==> src/design/lctg_defines.svh <==
`ifndef LCTG_DEFINES_SVH
`define LCTG_DEFINES_SVH

// Reference clock and link clock (link clock is reference divided by two)
`define LCTG_REF_PS 40000
`define LCTG_TCK_PS (2 * `LCTG_REF_PS)

// Larger of a time rounded up to link cycles and a cycle count
`define LCTG_CYC(ps, n) \
  ((((ps) + `LCTG_TCK_PS - 1) / `LCTG_TCK_PS) > (n) ? \
   (((ps) + `LCTG_TCK_PS - 1) / `LCTG_TCK_PS) : (n))

// Write strobe framing, in half link cycles (one reference cycle each), except write latency in link cycles
`define LCTG_WL_NCK 6
`define LCTG_DQSS_HALF 2
`define LCTG_PRE_HALF 4
`define LCTG_BURST_HALF 16
`define LCTG_PST_SHORT_HALF 1
`define LCTG_PST_LONG_HALF 3
`define LCTG_LATCH_HALF (1 + 2 * `LCTG_WL_NCK + `LCTG_DQSS_HALF)
`define LCTG_PRE_START_HALF (`LCTG_LATCH_HALF - `LCTG_PRE_HALF)
`define LCTG_BURST_END_HALF (`LCTG_LATCH_HALF + `LCTG_BURST_HALF)
`define LCTG_BURST_LAST_HALF (`LCTG_BURST_END_HALF - 1)

// Times in ps with their cycle minimums
`define LCTG_ZQLAT_PS 30000
`define LCTG_ZQLAT_NCK 8
`define LCTG_ZQRESET_PS 50000
`define LCTG_ZQRESET_NCK 3
`define LCTG_CKE_PS 7500
`define LCTG_CKE_NCK 4
`define LCTG_CMDCKE_PS 1750
`define LCTG_CMDCKE_NCK 3
`define LCTG_CKELCK_PS 5000
`define LCTG_CKELCK_NCK 5
`define LCTG_CKELCS_PS 5000
`define LCTG_CKELCS_NCK 5
`define LCTG_CKCKEH_PS 1750
`define LCTG_CKCKEH_NCK 3
`define LCTG_XP_PS 7500
`define LCTG_XP_NCK 5
`define LCTG_MRWCKEL_PS 14000
`define LCTG_MRWCKEL_NCK 10
`define LCTG_ZQCKE_PS 1750
`define LCTG_ZQCKE_NCK 3
`define LCTG_RCD_PS 18000
`define LCTG_RCD_NCK 4
`define LCTG_MRRI_EXTRA_NCK 3
`define LCTG_MRR_NCK 8
`define LCTG_MRW_PS 10000
`define LCTG_MRW_NCK 10
`define LCTG_MRD_PS 14000
`define LCTG_MRD_NCK 10

// Derived link cycle counts
`define LCTG_ZQLAT_CYC `LCTG_CYC(`LCTG_ZQLAT_PS, `LCTG_ZQLAT_NCK)
`define LCTG_ZQRESET_CYC `LCTG_CYC(`LCTG_ZQRESET_PS, `LCTG_ZQRESET_NCK)
`define LCTG_CKE_CYC `LCTG_CYC(`LCTG_CKE_PS, `LCTG_CKE_NCK)
`define LCTG_CMDCKE_CYC `LCTG_CYC(`LCTG_CMDCKE_PS, `LCTG_CMDCKE_NCK)
`define LCTG_CKELCK_CYC `LCTG_CYC(`LCTG_CKELCK_PS, `LCTG_CKELCK_NCK)
`define LCTG_CKELCS_CYC `LCTG_CYC(`LCTG_CKELCS_PS, `LCTG_CKELCS_NCK)
`define LCTG_CKCKEH_CYC `LCTG_CYC(`LCTG_CKCKEH_PS, `LCTG_CKCKEH_NCK)
`define LCTG_XP_CYC `LCTG_CYC(`LCTG_XP_PS, `LCTG_XP_NCK)
`define LCTG_MRWCKEL_CYC `LCTG_CYC(`LCTG_MRWCKEL_PS, `LCTG_MRWCKEL_NCK)
`define LCTG_ZQCKE_CYC `LCTG_CYC(`LCTG_ZQCKE_PS, `LCTG_ZQCKE_NCK)
`define LCTG_RCD_CYC `LCTG_CYC(`LCTG_RCD_PS, `LCTG_RCD_NCK)
`define LCTG_MRRI_CYC (`LCTG_XP_CYC + `LCTG_RCD_CYC + `LCTG_MRRI_EXTRA_NCK)
`define LCTG_MRW_CYC `LCTG_CYC(`LCTG_MRW_PS, `LCTG_MRW_NCK)
`define LCTG_MRD_CYC `LCTG_CYC(`LCTG_MRD_PS, `LCTG_MRD_NCK)

// Timer slots
`define LCTG_NT 7
`define LCTG_T_GEN 0
`define LCTG_T_MRR 1
`define LCTG_T_MRW 2
`define LCTG_T_CKE 3
`define LCTG_T_CMDPD 4
`define LCTG_T_MRRI 5
`define LCTG_T_HOLD 6

`endif

==> src/design/lctg_pkg.sv <==
package lctg_pkg;

  typedef enum logic [3:0] {
    CMD_OTHER = 4'h0,
    CMD_WRITE = 4'h1,
    CMD_MRW = 4'h2,
    CMD_MRR = 4'h3,
    CMD_ZQ_START = 4'h4,
    CMD_ZQ_LATCH = 4'h5,
    CMD_ZQ_RESET = 4'h6,
    CMD_PD_ENTER = 4'h7,
    CMD_PD_EXIT = 4'h8
  } lctg_cmd_type;

  typedef enum logic [2:0] {
    ST_ACTIVE = 3'h0,
    ST_WRITE = 3'h1,
    ST_HOLD = 3'h2,
    ST_PD = 3'h3,
    ST_WAKE = 3'h4
  } lctg_state_type;

  typedef struct packed {
    lctg_cmd_type cmd;
    logic [5:0] ca;
  } lctg_req_type;

  typedef struct packed {
    logic ck;
    logic cke;
    logic cs;
    logic [5:0] ca;
    logic dqs;
    logic dqs_oe;
  } lctg_pins_type;

endpackage

==> src/design/lctg_timer.sv <==
`timescale 1ns/1ps
module lctg_timer (
  input wire logic ref_clk,
  input wire logic arst_n,
  input wire logic tick,
  input wire logic load,
  input wire logic [7:0] load_val,
  output logic done
);
  logic [7:0] cnt_reg;

  // Loaded with N-1 so the next use is allowed N ticks later
  always_ff @(posedge ref_clk or negedge arst_n) begin
    if (!arst_n) begin
      cnt_reg <= 8'h00;
    end else if (load) begin
      cnt_reg <= (load_val == 8'h00) ? 8'h00 : 8'(load_val - 8'h01);
    end else if (tick && cnt_reg != 8'h00) begin
      cnt_reg <= 8'(cnt_reg - 8'h01);
    end
  end

  assign done = (cnt_reg == 8'h00);
endmodule

==> src/design/lctg_guard.sv <==
`timescale 1ns/1ps
`include "lctg_defines.svh"

// Behaviour
// [RULE1] First strobe latch edge 0.75 to 1.25 clocks after write latency
// [RULE2] Strobe preamble at least 2.0 clocks; postamble 0.5 or 1.5 as configured
// [RULE3] Wait max(30ns, 8 clocks) after calibration latch before next command
// [RULE4] Wait max(50ns, 3 clocks) after calibration reset before any command
// [RULE5] Each CKE high and low level lasts max(7.5ns, 4 clocks)
// [RULE6] Last valid command to CKE low at least max(1.75ns, 3 clocks)
// [RULE7] Clock keeps running max(5ns, 5 clocks) after CKE falls
// [RULE8] CS valid at least 1.75ns before CKE falls
// [RULE9] CS valid at least max(5ns, 5 clocks) after CKE falls
// [RULE10] Clock runs max(1.75ns, 3 clocks) before CKE rises
// [RULE11] No valid command until max(7.5ns, 5 clocks) after CKE rises
// [RULE12] CS valid at least 1.75ns before CKE rises
// [RULE13] CS valid at least max(7.5ns, 5 clocks) after CKE rises
// [RULE14] After mode write, clock and CS valid max(14ns, 10 clocks) past CKE fall
// [RULE15] After calibration start, clock and CS valid max(1.75ns, 3 clocks) past CKE fall
// [RULE16] Mode read waits row-to-column delay plus 3 clocks beyond exit delay
// [RULE17] Mode reads spaced at least 8 clocks
// [RULE18] Mode writes spaced at least max(10ns, 10 clocks)
// [RULE19] After mode set, wait max(14ns, 10 clocks) before next command
// [RULE20] Times round up to clocks, then take larger of time and cycle minimum
module lctg_guard
  import lctg_pkg::*;
(
  input wire logic ref_clk,
  input wire logic arst_n,
  input wire logic req_valid,
  input wire lctg_req_type req,
  output logic req_ready,
  input wire logic pst_long,
  output lctg_pins_type pins
);
  lctg_state_type state_reg;
  lctg_cmd_type last_cmd_reg;
  logic phase_reg;
  logic ck_run_reg;
  logic ck_reg;
  logic cke_reg;
  logic cs_reg;
  logic [5:0] ca_reg;
  logic dqs_reg;
  logic dqs_oe_reg;
  logic ready_reg;
  logic [7:0] wr_half_reg;
  logic [7:0] wr_pos;
  logic [7:0] wr_end;
  logic tick;
  logic accept;
  logic cmd_slot;
  logic allow;
  logic [7:0] hold_cyc;
  logic [`LCTG_NT-1:0] t_load;
  logic [`LCTG_NT-1:0] t_done;
  logic [7:0] t_val [`LCTG_NT];

  // One tick per link clock, in the cycle where the link clock is high
  assign tick = phase_reg;
  assign accept = req_valid & ready_reg;
  assign cmd_slot = accept & (state_reg == ST_ACTIVE) & (req.cmd != CMD_PD_ENTER) &
                    (req.cmd != CMD_PD_EXIT);

  genvar gi;
  generate
    for (gi = 0; gi < `LCTG_NT; gi++) begin : g_timer
      lctg_timer u_timer (
        .ref_clk(ref_clk),
        .arst_n(arst_n),
        .tick(tick),
        .load(t_load[gi]),
        .load_val(t_val[gi]),
        .done(t_done[gi])
      );
    end
  endgenerate

  // Clock stays valid long enough for whatever preceded power-down entry
  always_comb begin
    hold_cyc = 8'(`LCTG_CKELCK_CYC); // RULE7
    if (8'(`LCTG_CKELCS_CYC) > hold_cyc) begin
      hold_cyc = 8'(`LCTG_CKELCS_CYC); // RULE9
    end
    if (last_cmd_reg == CMD_MRW && 8'(`LCTG_MRWCKEL_CYC) > hold_cyc) begin
      hold_cyc = 8'(`LCTG_MRWCKEL_CYC); // RULE14
    end
    if (last_cmd_reg == CMD_ZQ_START && 8'(`LCTG_ZQCKE_CYC) > hold_cyc) begin
      hold_cyc = 8'(`LCTG_ZQCKE_CYC); // RULE15
    end
  end

  // Whether the waiting request may go at the coming tick
  always_comb begin
    allow = 1'b0;
    case (state_reg)
      ST_ACTIVE: begin
        case (req.cmd)
          CMD_PD_ENTER: begin
            allow = t_done[`LCTG_T_CMDPD] & t_done[`LCTG_T_CKE] & t_done[`LCTG_T_GEN]; // RULE6
          end
          CMD_PD_EXIT: begin
            allow = 1'b1;
          end
          CMD_MRR: begin
            allow = t_done[`LCTG_T_GEN] & t_done[`LCTG_T_MRR] & t_done[`LCTG_T_MRRI]; // RULE16
          end
          CMD_MRW: begin
            allow = t_done[`LCTG_T_GEN] & t_done[`LCTG_T_MRW]; // RULE18
          end
          default: begin
            allow = t_done[`LCTG_T_GEN]; // RULE11
          end
        endcase
      end
      ST_PD: begin
        allow = (req.cmd == CMD_PD_EXIT) & t_done[`LCTG_T_CKE]; // RULE5
      end
      default: begin
        allow = 1'b0;
      end
    endcase
  end

  // Timer loads
  always_comb begin
    t_load = '0;
    for (int i = 0; i < `LCTG_NT; i++) begin
      t_val[i] = 8'h00;
    end
    if (accept && state_reg == ST_ACTIVE && req.cmd != CMD_PD_EXIT) begin
      if (req.cmd == CMD_PD_ENTER) begin
        t_load[`LCTG_T_CKE] = 1'b1;
        t_val[`LCTG_T_CKE] = 8'(`LCTG_CKE_CYC); // RULE5
        t_load[`LCTG_T_HOLD] = 1'b1;
        t_val[`LCTG_T_HOLD] = hold_cyc; // RULE7
      end else begin
        t_load[`LCTG_T_CMDPD] = 1'b1;
        t_val[`LCTG_T_CMDPD] = 8'(`LCTG_CMDCKE_CYC); // RULE6
        t_load[`LCTG_T_GEN] = 1'b1;
        case (req.cmd)
          CMD_ZQ_LATCH: t_val[`LCTG_T_GEN] = 8'(`LCTG_ZQLAT_CYC); // RULE3
          CMD_ZQ_RESET: t_val[`LCTG_T_GEN] = 8'(`LCTG_ZQRESET_CYC); // RULE4
          CMD_MRW: t_val[`LCTG_T_GEN] = 8'(`LCTG_MRD_CYC); // RULE19
          default: t_val[`LCTG_T_GEN] = 8'h01;
        endcase
        if (req.cmd == CMD_MRR) begin
          t_load[`LCTG_T_MRR] = 1'b1;
          t_val[`LCTG_T_MRR] = 8'(`LCTG_MRR_NCK); // RULE17
        end
        if (req.cmd == CMD_MRW) begin
          t_load[`LCTG_T_MRW] = 1'b1;
          t_val[`LCTG_T_MRW] = 8'(`LCTG_MRW_CYC); // RULE18
        end
      end
    end else if (accept && state_reg == ST_PD) begin
      t_load[`LCTG_T_HOLD] = 1'b1;
      t_val[`LCTG_T_HOLD] = 8'(`LCTG_CKCKEH_CYC); // RULE10
    end else if (tick && state_reg == ST_WAKE && t_done[`LCTG_T_HOLD]) begin
      t_load[`LCTG_T_CKE] = 1'b1;
      t_val[`LCTG_T_CKE] = 8'(`LCTG_CKE_CYC); // RULE5
      t_load[`LCTG_T_GEN] = 1'b1;
      t_val[`LCTG_T_GEN] = 8'(`LCTG_XP_CYC); // RULE11
      t_load[`LCTG_T_MRRI] = 1'b1;
      t_val[`LCTG_T_MRRI] = 8'(`LCTG_MRRI_CYC); // RULE16
    end
  end

  // Free-running phase; link clock gated only while powered down
  always_ff @(posedge ref_clk or negedge arst_n) begin
    if (!arst_n) begin
      phase_reg <= 1'b0;
    end else begin
      phase_reg <= ~phase_reg;
    end
  end

  always_ff @(posedge ref_clk or negedge arst_n) begin
    if (!arst_n) begin
      ck_reg <= 1'b0;
    end else begin
      ck_reg <= ck_run_reg & ~phase_reg;
    end
  end

  always_ff @(posedge ref_clk or negedge arst_n) begin
    if (!arst_n) begin
      ready_reg <= 1'b0;
    end else begin
      // Only a request already on the port is judged, never a stale command
      ready_reg <= ~phase_reg & req_valid & allow & ~ready_reg;
    end
  end

  // Write strobe position, one step per half link cycle
  assign wr_pos = 8'(wr_half_reg + 8'h01);
  // Postamble counts from the last falling edge, at the final burst position
  assign wr_end = pst_long ? 8'(`LCTG_BURST_LAST_HALF + `LCTG_PST_LONG_HALF) :
                  8'(`LCTG_BURST_LAST_HALF + `LCTG_PST_SHORT_HALF); // RULE2

  always_ff @(posedge ref_clk or negedge arst_n) begin
    if (!arst_n) begin
      state_reg <= ST_ACTIVE;
      ck_run_reg <= 1'b1;
      cke_reg <= 1'b1;
      wr_half_reg <= 8'h00;
    end else begin
      case (state_reg)
        ST_ACTIVE: begin
          wr_half_reg <= 8'h00;
          if (accept && req.cmd == CMD_WRITE) begin
            state_reg <= ST_WRITE;
          end else if (accept && req.cmd == CMD_PD_ENTER) begin
            cke_reg <= 1'b0; // RULE8
            state_reg <= ST_HOLD;
          end
        end
        ST_WRITE: begin
          wr_half_reg <= wr_pos;
          if (wr_pos == wr_end) begin
            state_reg <= ST_ACTIVE;
          end
        end
        ST_HOLD: begin
          if (tick && t_done[`LCTG_T_HOLD]) begin
            ck_run_reg <= 1'b0; // RULE7
            state_reg <= ST_PD;
          end
        end
        ST_PD: begin
          if (accept) begin
            ck_run_reg <= 1'b1; // RULE10
            state_reg <= ST_WAKE;
          end
        end
        ST_WAKE: begin
          if (tick && t_done[`LCTG_T_HOLD]) begin
            cke_reg <= 1'b1; // RULE12
            state_reg <= ST_ACTIVE;
          end
        end
        default: begin
          state_reg <= ST_ACTIVE;
        end
      endcase
    end
  end

  // Command pins: CS high for one link clock, low (valid deselect) otherwise
  always_ff @(posedge ref_clk or negedge arst_n) begin
    if (!arst_n) begin
      cs_reg <= 1'b0;
    end else if (tick && cmd_slot) begin
      cs_reg <= 1'b1;
    end else if (tick) begin
      cs_reg <= 1'b0; // RULE13
    end
  end

  always_ff @(posedge ref_clk or negedge arst_n) begin
    if (!arst_n) begin
      ca_reg <= 6'h00;
    end else if (tick && cmd_slot) begin
      ca_reg <= req.ca;
    end else if (tick) begin
      ca_reg <= 6'h00;
    end
  end

  always_ff @(posedge ref_clk or negedge arst_n) begin
    if (!arst_n) begin
      last_cmd_reg <= CMD_OTHER;
    end else if (tick && cmd_slot) begin
      last_cmd_reg <= req.cmd;
    end
  end

  // Strobe enable: driven low for the preamble, through the burst and the postamble
  always_ff @(posedge ref_clk or negedge arst_n) begin
    if (!arst_n) begin
      dqs_oe_reg <= 1'b0;
    end else if (state_reg == ST_WRITE && wr_pos != wr_end) begin
      dqs_oe_reg <= (wr_pos >= 8'(`LCTG_PRE_START_HALF)); // RULE2
    end else begin
      dqs_oe_reg <= 1'b0;
    end
  end

  // Latch position is odd, so odd positions give the rising edges of the burst
  always_ff @(posedge ref_clk or negedge arst_n) begin
    if (!arst_n) begin
      dqs_reg <= 1'b0;
    end else if (state_reg == ST_WRITE && wr_pos >= 8'(`LCTG_LATCH_HALF) &&
                 wr_pos < 8'(`LCTG_BURST_END_HALF)) begin
      dqs_reg <= wr_pos[0]; // RULE1
    end else begin
      dqs_reg <= 1'b0;
    end
  end

  assign req_ready = ready_reg;
  assign pins = '{ck: ck_reg, cke: cke_reg, cs: cs_reg, ca: ca_reg,
                  dqs: dqs_reg, dqs_oe: dqs_oe_reg}; // RULE20
endmodule

==> config.mk <==
export PLATFORM = sky130hd
export DESIGN_NAME = lctg_guard
export DESIGN_NICKNAME = d
export VERILOG_FILES = /design/src/design/lctg_pkg.sv /design/src/design/lctg_timer.sv /design/src/design/lctg_guard.sv
export VERILOG_INCLUDE_DIRS = /design/src /design/src/design
export SDC_FILE = /design/constraint.sdc
export NUM_CORES = 1
export LEC_CHECK = 0
export BUFFER_PORTS_ARGS = -buffer_cell sky130_fd_sc_hd__buf_4
export CORE_ASPECT_RATIO = 1.5
export CORE_UTILIZATION = 25
export CTS_BUF_LIST = sky130_fd_sc_hd__clkbuf_4 sky130_fd_sc_hd__clkbuf_8
export DETAILED_ROUTE_END_ITERATION = 10
export PLACE_DENSITY = 0.36
export SLEW_MARGIN = 20
export SYNTH_ARGS = -nofsm -noshare
export SYNTH_HDL_FRONTEND = slang
export SYNTH_HIERARCHICAL = 1
export SYNTH_SLANG_ARGS = --single-unit
==> constraint.sdc <==
create_clock -name ref_clk -period 3.25 [get_ports ref_clk]
set_input_delay 0.1625 -clock ref_clk [delete_from_list [all_inputs] [get_ports ref_clk]]
set_output_delay 0.1625 -clock ref_clk [all_outputs]
set_load 0.005 [all_outputs]
==> out/results.ini <==
[run_status]
status = finished, final reports clean

[yosys]
synthCells = 727
synthArstFlopShare = 1.00
synthFlopType = dfrtp_1
synth.distinct_cells = 63
synth_area_mm2 = 0.00645
yosysMostFrequentCell = dfrtp_1
ys_ff_latch = 85
synth_seq_area_share = 0.330
ys_warn_count = 6
synth-edff-count = 0
synth_top_area_cell = dfrtp_1
yosys-top-cells-area = dfrtp_1, ha_1, xor2_1
synth_top_area_frac = 0.322
synthTopCellsByCount = dfrtp_1, nor2_1, inv_1
syn_avg_cell_area_um2 = 8.88

[sta]
tns_ns = 0
max-slew-margin-rel = 0.421
setup_viol = 0
rsz0062_at_grt = false
tightest_slew_ns = 0.869
hold_violations = 0
clock-skew-final_ns = 0.0119
fmax_ghz = 0.351
maxSlewViolCount = 0
post-route-period-util = 0.876
period_needed_ns = 2.85

[clocking]
clk_pin_slew_ns = 0.09
clk_latency_ns = 0.39
tritoncts = done
cts_buffers = 9
htreeDepth = 3
clockBufferDepth = 2
cts-root-buf = clkbuf_8
cts_sinks = 85
cts-resized-gates = 0

[detailed_routing]
first_pass_iters = 4
drc = 0
num_vias = 5617
antenna_left = 0
totalWireLength_um = 17200
drt-vias-per-instance = 4.60
wl_per_cell_um = 14.1
drt_first_iter_violations = 252

[run]
maxCapViolCount = 0

[layout]
filler_cell_count = 2704
layout-drive-gt1-share = 0.112
syn_to_final_growth_pct = 20.3
multi_input_area_mm2 = 0.00448
largest_reg_flops = 56
antennaDiodeCount = 0
seq_area_mm2 = 0.00213
nNetsFinal = 932

[grt]
overflow = 0
track_usage = 0.138
grt_max_degree = 60
grt_pass1_vias = 5650
grt_pass1_wl_um = 28400
antenna_found_initial = 0

[die]
rows = 71
coreArea_mm2 = 0.0252
die-area_mm2 = 0.0265
dieHeight_um = 199
start_util = 0.256
boundaryPins = 26
die_w_um = 133

[power]
ir_drop_mv = 0.181
total_power_uw = 3740
power_density_mw_per_mm2 = 482
leakage_uw = 0.00331

[critical_path]
critPathArrivalTime_ns = 3.17
endpoint_kind = flip-flop
cp-start-kind = flip-flop
critPathKind = reg -> reg
required_ns = 3.58
worst-path-max-fanout = 3

[placement]
port_buffers = 25
place_congestion = 0.796
dp_hpwl_um = 12900

[hold_path]
min_path_type = in -> reg

report_power, final:
part           internal, µW  switching (µW)
Combinational           641             670
Sequential             1380             307
Clock                   325             426
routing by layer:
metal | part of all wire | GRT usage
met1 | 0.42 | 0.147
met2 | 0.54 | 0.262
met5 | 0 | 0
met4 | 0.029 | 0.0724
met3 | 0.018 | 0.0168
stage by stage:
step	hold WS, ns	instance area, µm²	instances	worst slack, ns	utilization
after floorplan	-0.133	7000	872	0.418	-
after global placement	0.334	7530	1200	0.422	0.299
after detailed placement	0.323	7530	1200	0.406	0.299
after CTS	0.00378	7760	1221	0.384	0.308
after global routing	0.0168	7760	1221	0.110	0.308
final	0.0238	7760	1221	0.404	0.308
what timing repair did:
| item | 4_1_cts | 5_1_grt |
|---|---|---|
| buffers inserted | 0 | 0 |
| endpoints found under the setup margin | 0 | 0 |
| hold buffers | 5 | 0 |
| endpoints found under the hold margin | 59 | 0 |
path summary, 6_finish.rpt:
check	startpoint	endpoint	slack (ns)	cells after the start
setup / recovery	g_timer[6].u_timer/cnt_reg[0]	g_timer[0].u_timer/cnt_reg[3]	0.40	12
hold / removal	req_valid	state_reg[1]	0.02	2
setup reg to reg	g_timer[6].u_timer/cnt_reg[0]	g_timer[0].u_timer/cnt_reg[3]	0.40	12
hold reg to reg	cke_reg	cke_reg	0.48	2
max in group asynchronous	arst_n	g_timer[2].u_timer/cnt_reg[6]	2.06	3
min in group asynchronous	arst_n	g_timer[6].u_timer/cnt_reg[5]	0.40	2
cell usage in the layout, fill, tap and decap left out, types with 11 or more instances in the layout:
| master | n |
|---|---|
| a21o_1 | 15 |
| a21oi_1 | 23 |
| a31oi_1 | 11 |
| buf_4 | 42 |
| clkbuf_8 | 11 |
| conb_1 | 146 |
| dfrtp_1 | 82 |
| ha_1 | 30 |
| inv_1 | 50 |
| mux2i_1 | 12 |
| nand2_1 | 37 |
| nand3_1 | 11 |
| nor2_1 | 62 |
| nor3_1 | 22 |
| nor3b_1 | 16 |
| nor4_1 | 15 |
| o211ai_1 | 14 |
| o21ai_0 | 15 |
| o22ai_1 | 37 |
| o2bb2ai_1 | 13 |
| xnor2_1 | 29 |
| xor2_1 | 36 |
kinds of logic after synthesis:
logic type	after synthesis	synth area share
compound gates	200	0.230
xor+xnor	65	0.0882
fa+ha+maj	30	0.0582
buf+inv	93	0.0611
flops	85	0.330
mux	17	0.0297
other cells	1	0.000581
simple gates	236	0.202
critical path, cell delays in order, from the launching register on:
cell and delay (ns):
dfrtp_1 0.41, inv_1 0.09, ha_1 0.13, or4b_1 0.47, nor2_1 0.26, nand4_1 0.17
a21oi_1 0.22, inv_1 0.09, ha_1 0.21, nor3b_1 0.15, a221oi_1 0.37, o32ai_1 0.12
nor2_1 0.10
area by class of cell:
class                           count  area share
Sequential cell                    85       0.274
Tap cell                          328      0.0529
Timing Repair Buffer               47      0.0471
Inverter                           51      0.0253
Clock inverter                      4     0.00290
Multi-Input combinational cell    694       0.577
Clock buffer                       12      0.0205
No activity file was read; power rests on OpenSTA's default activity.
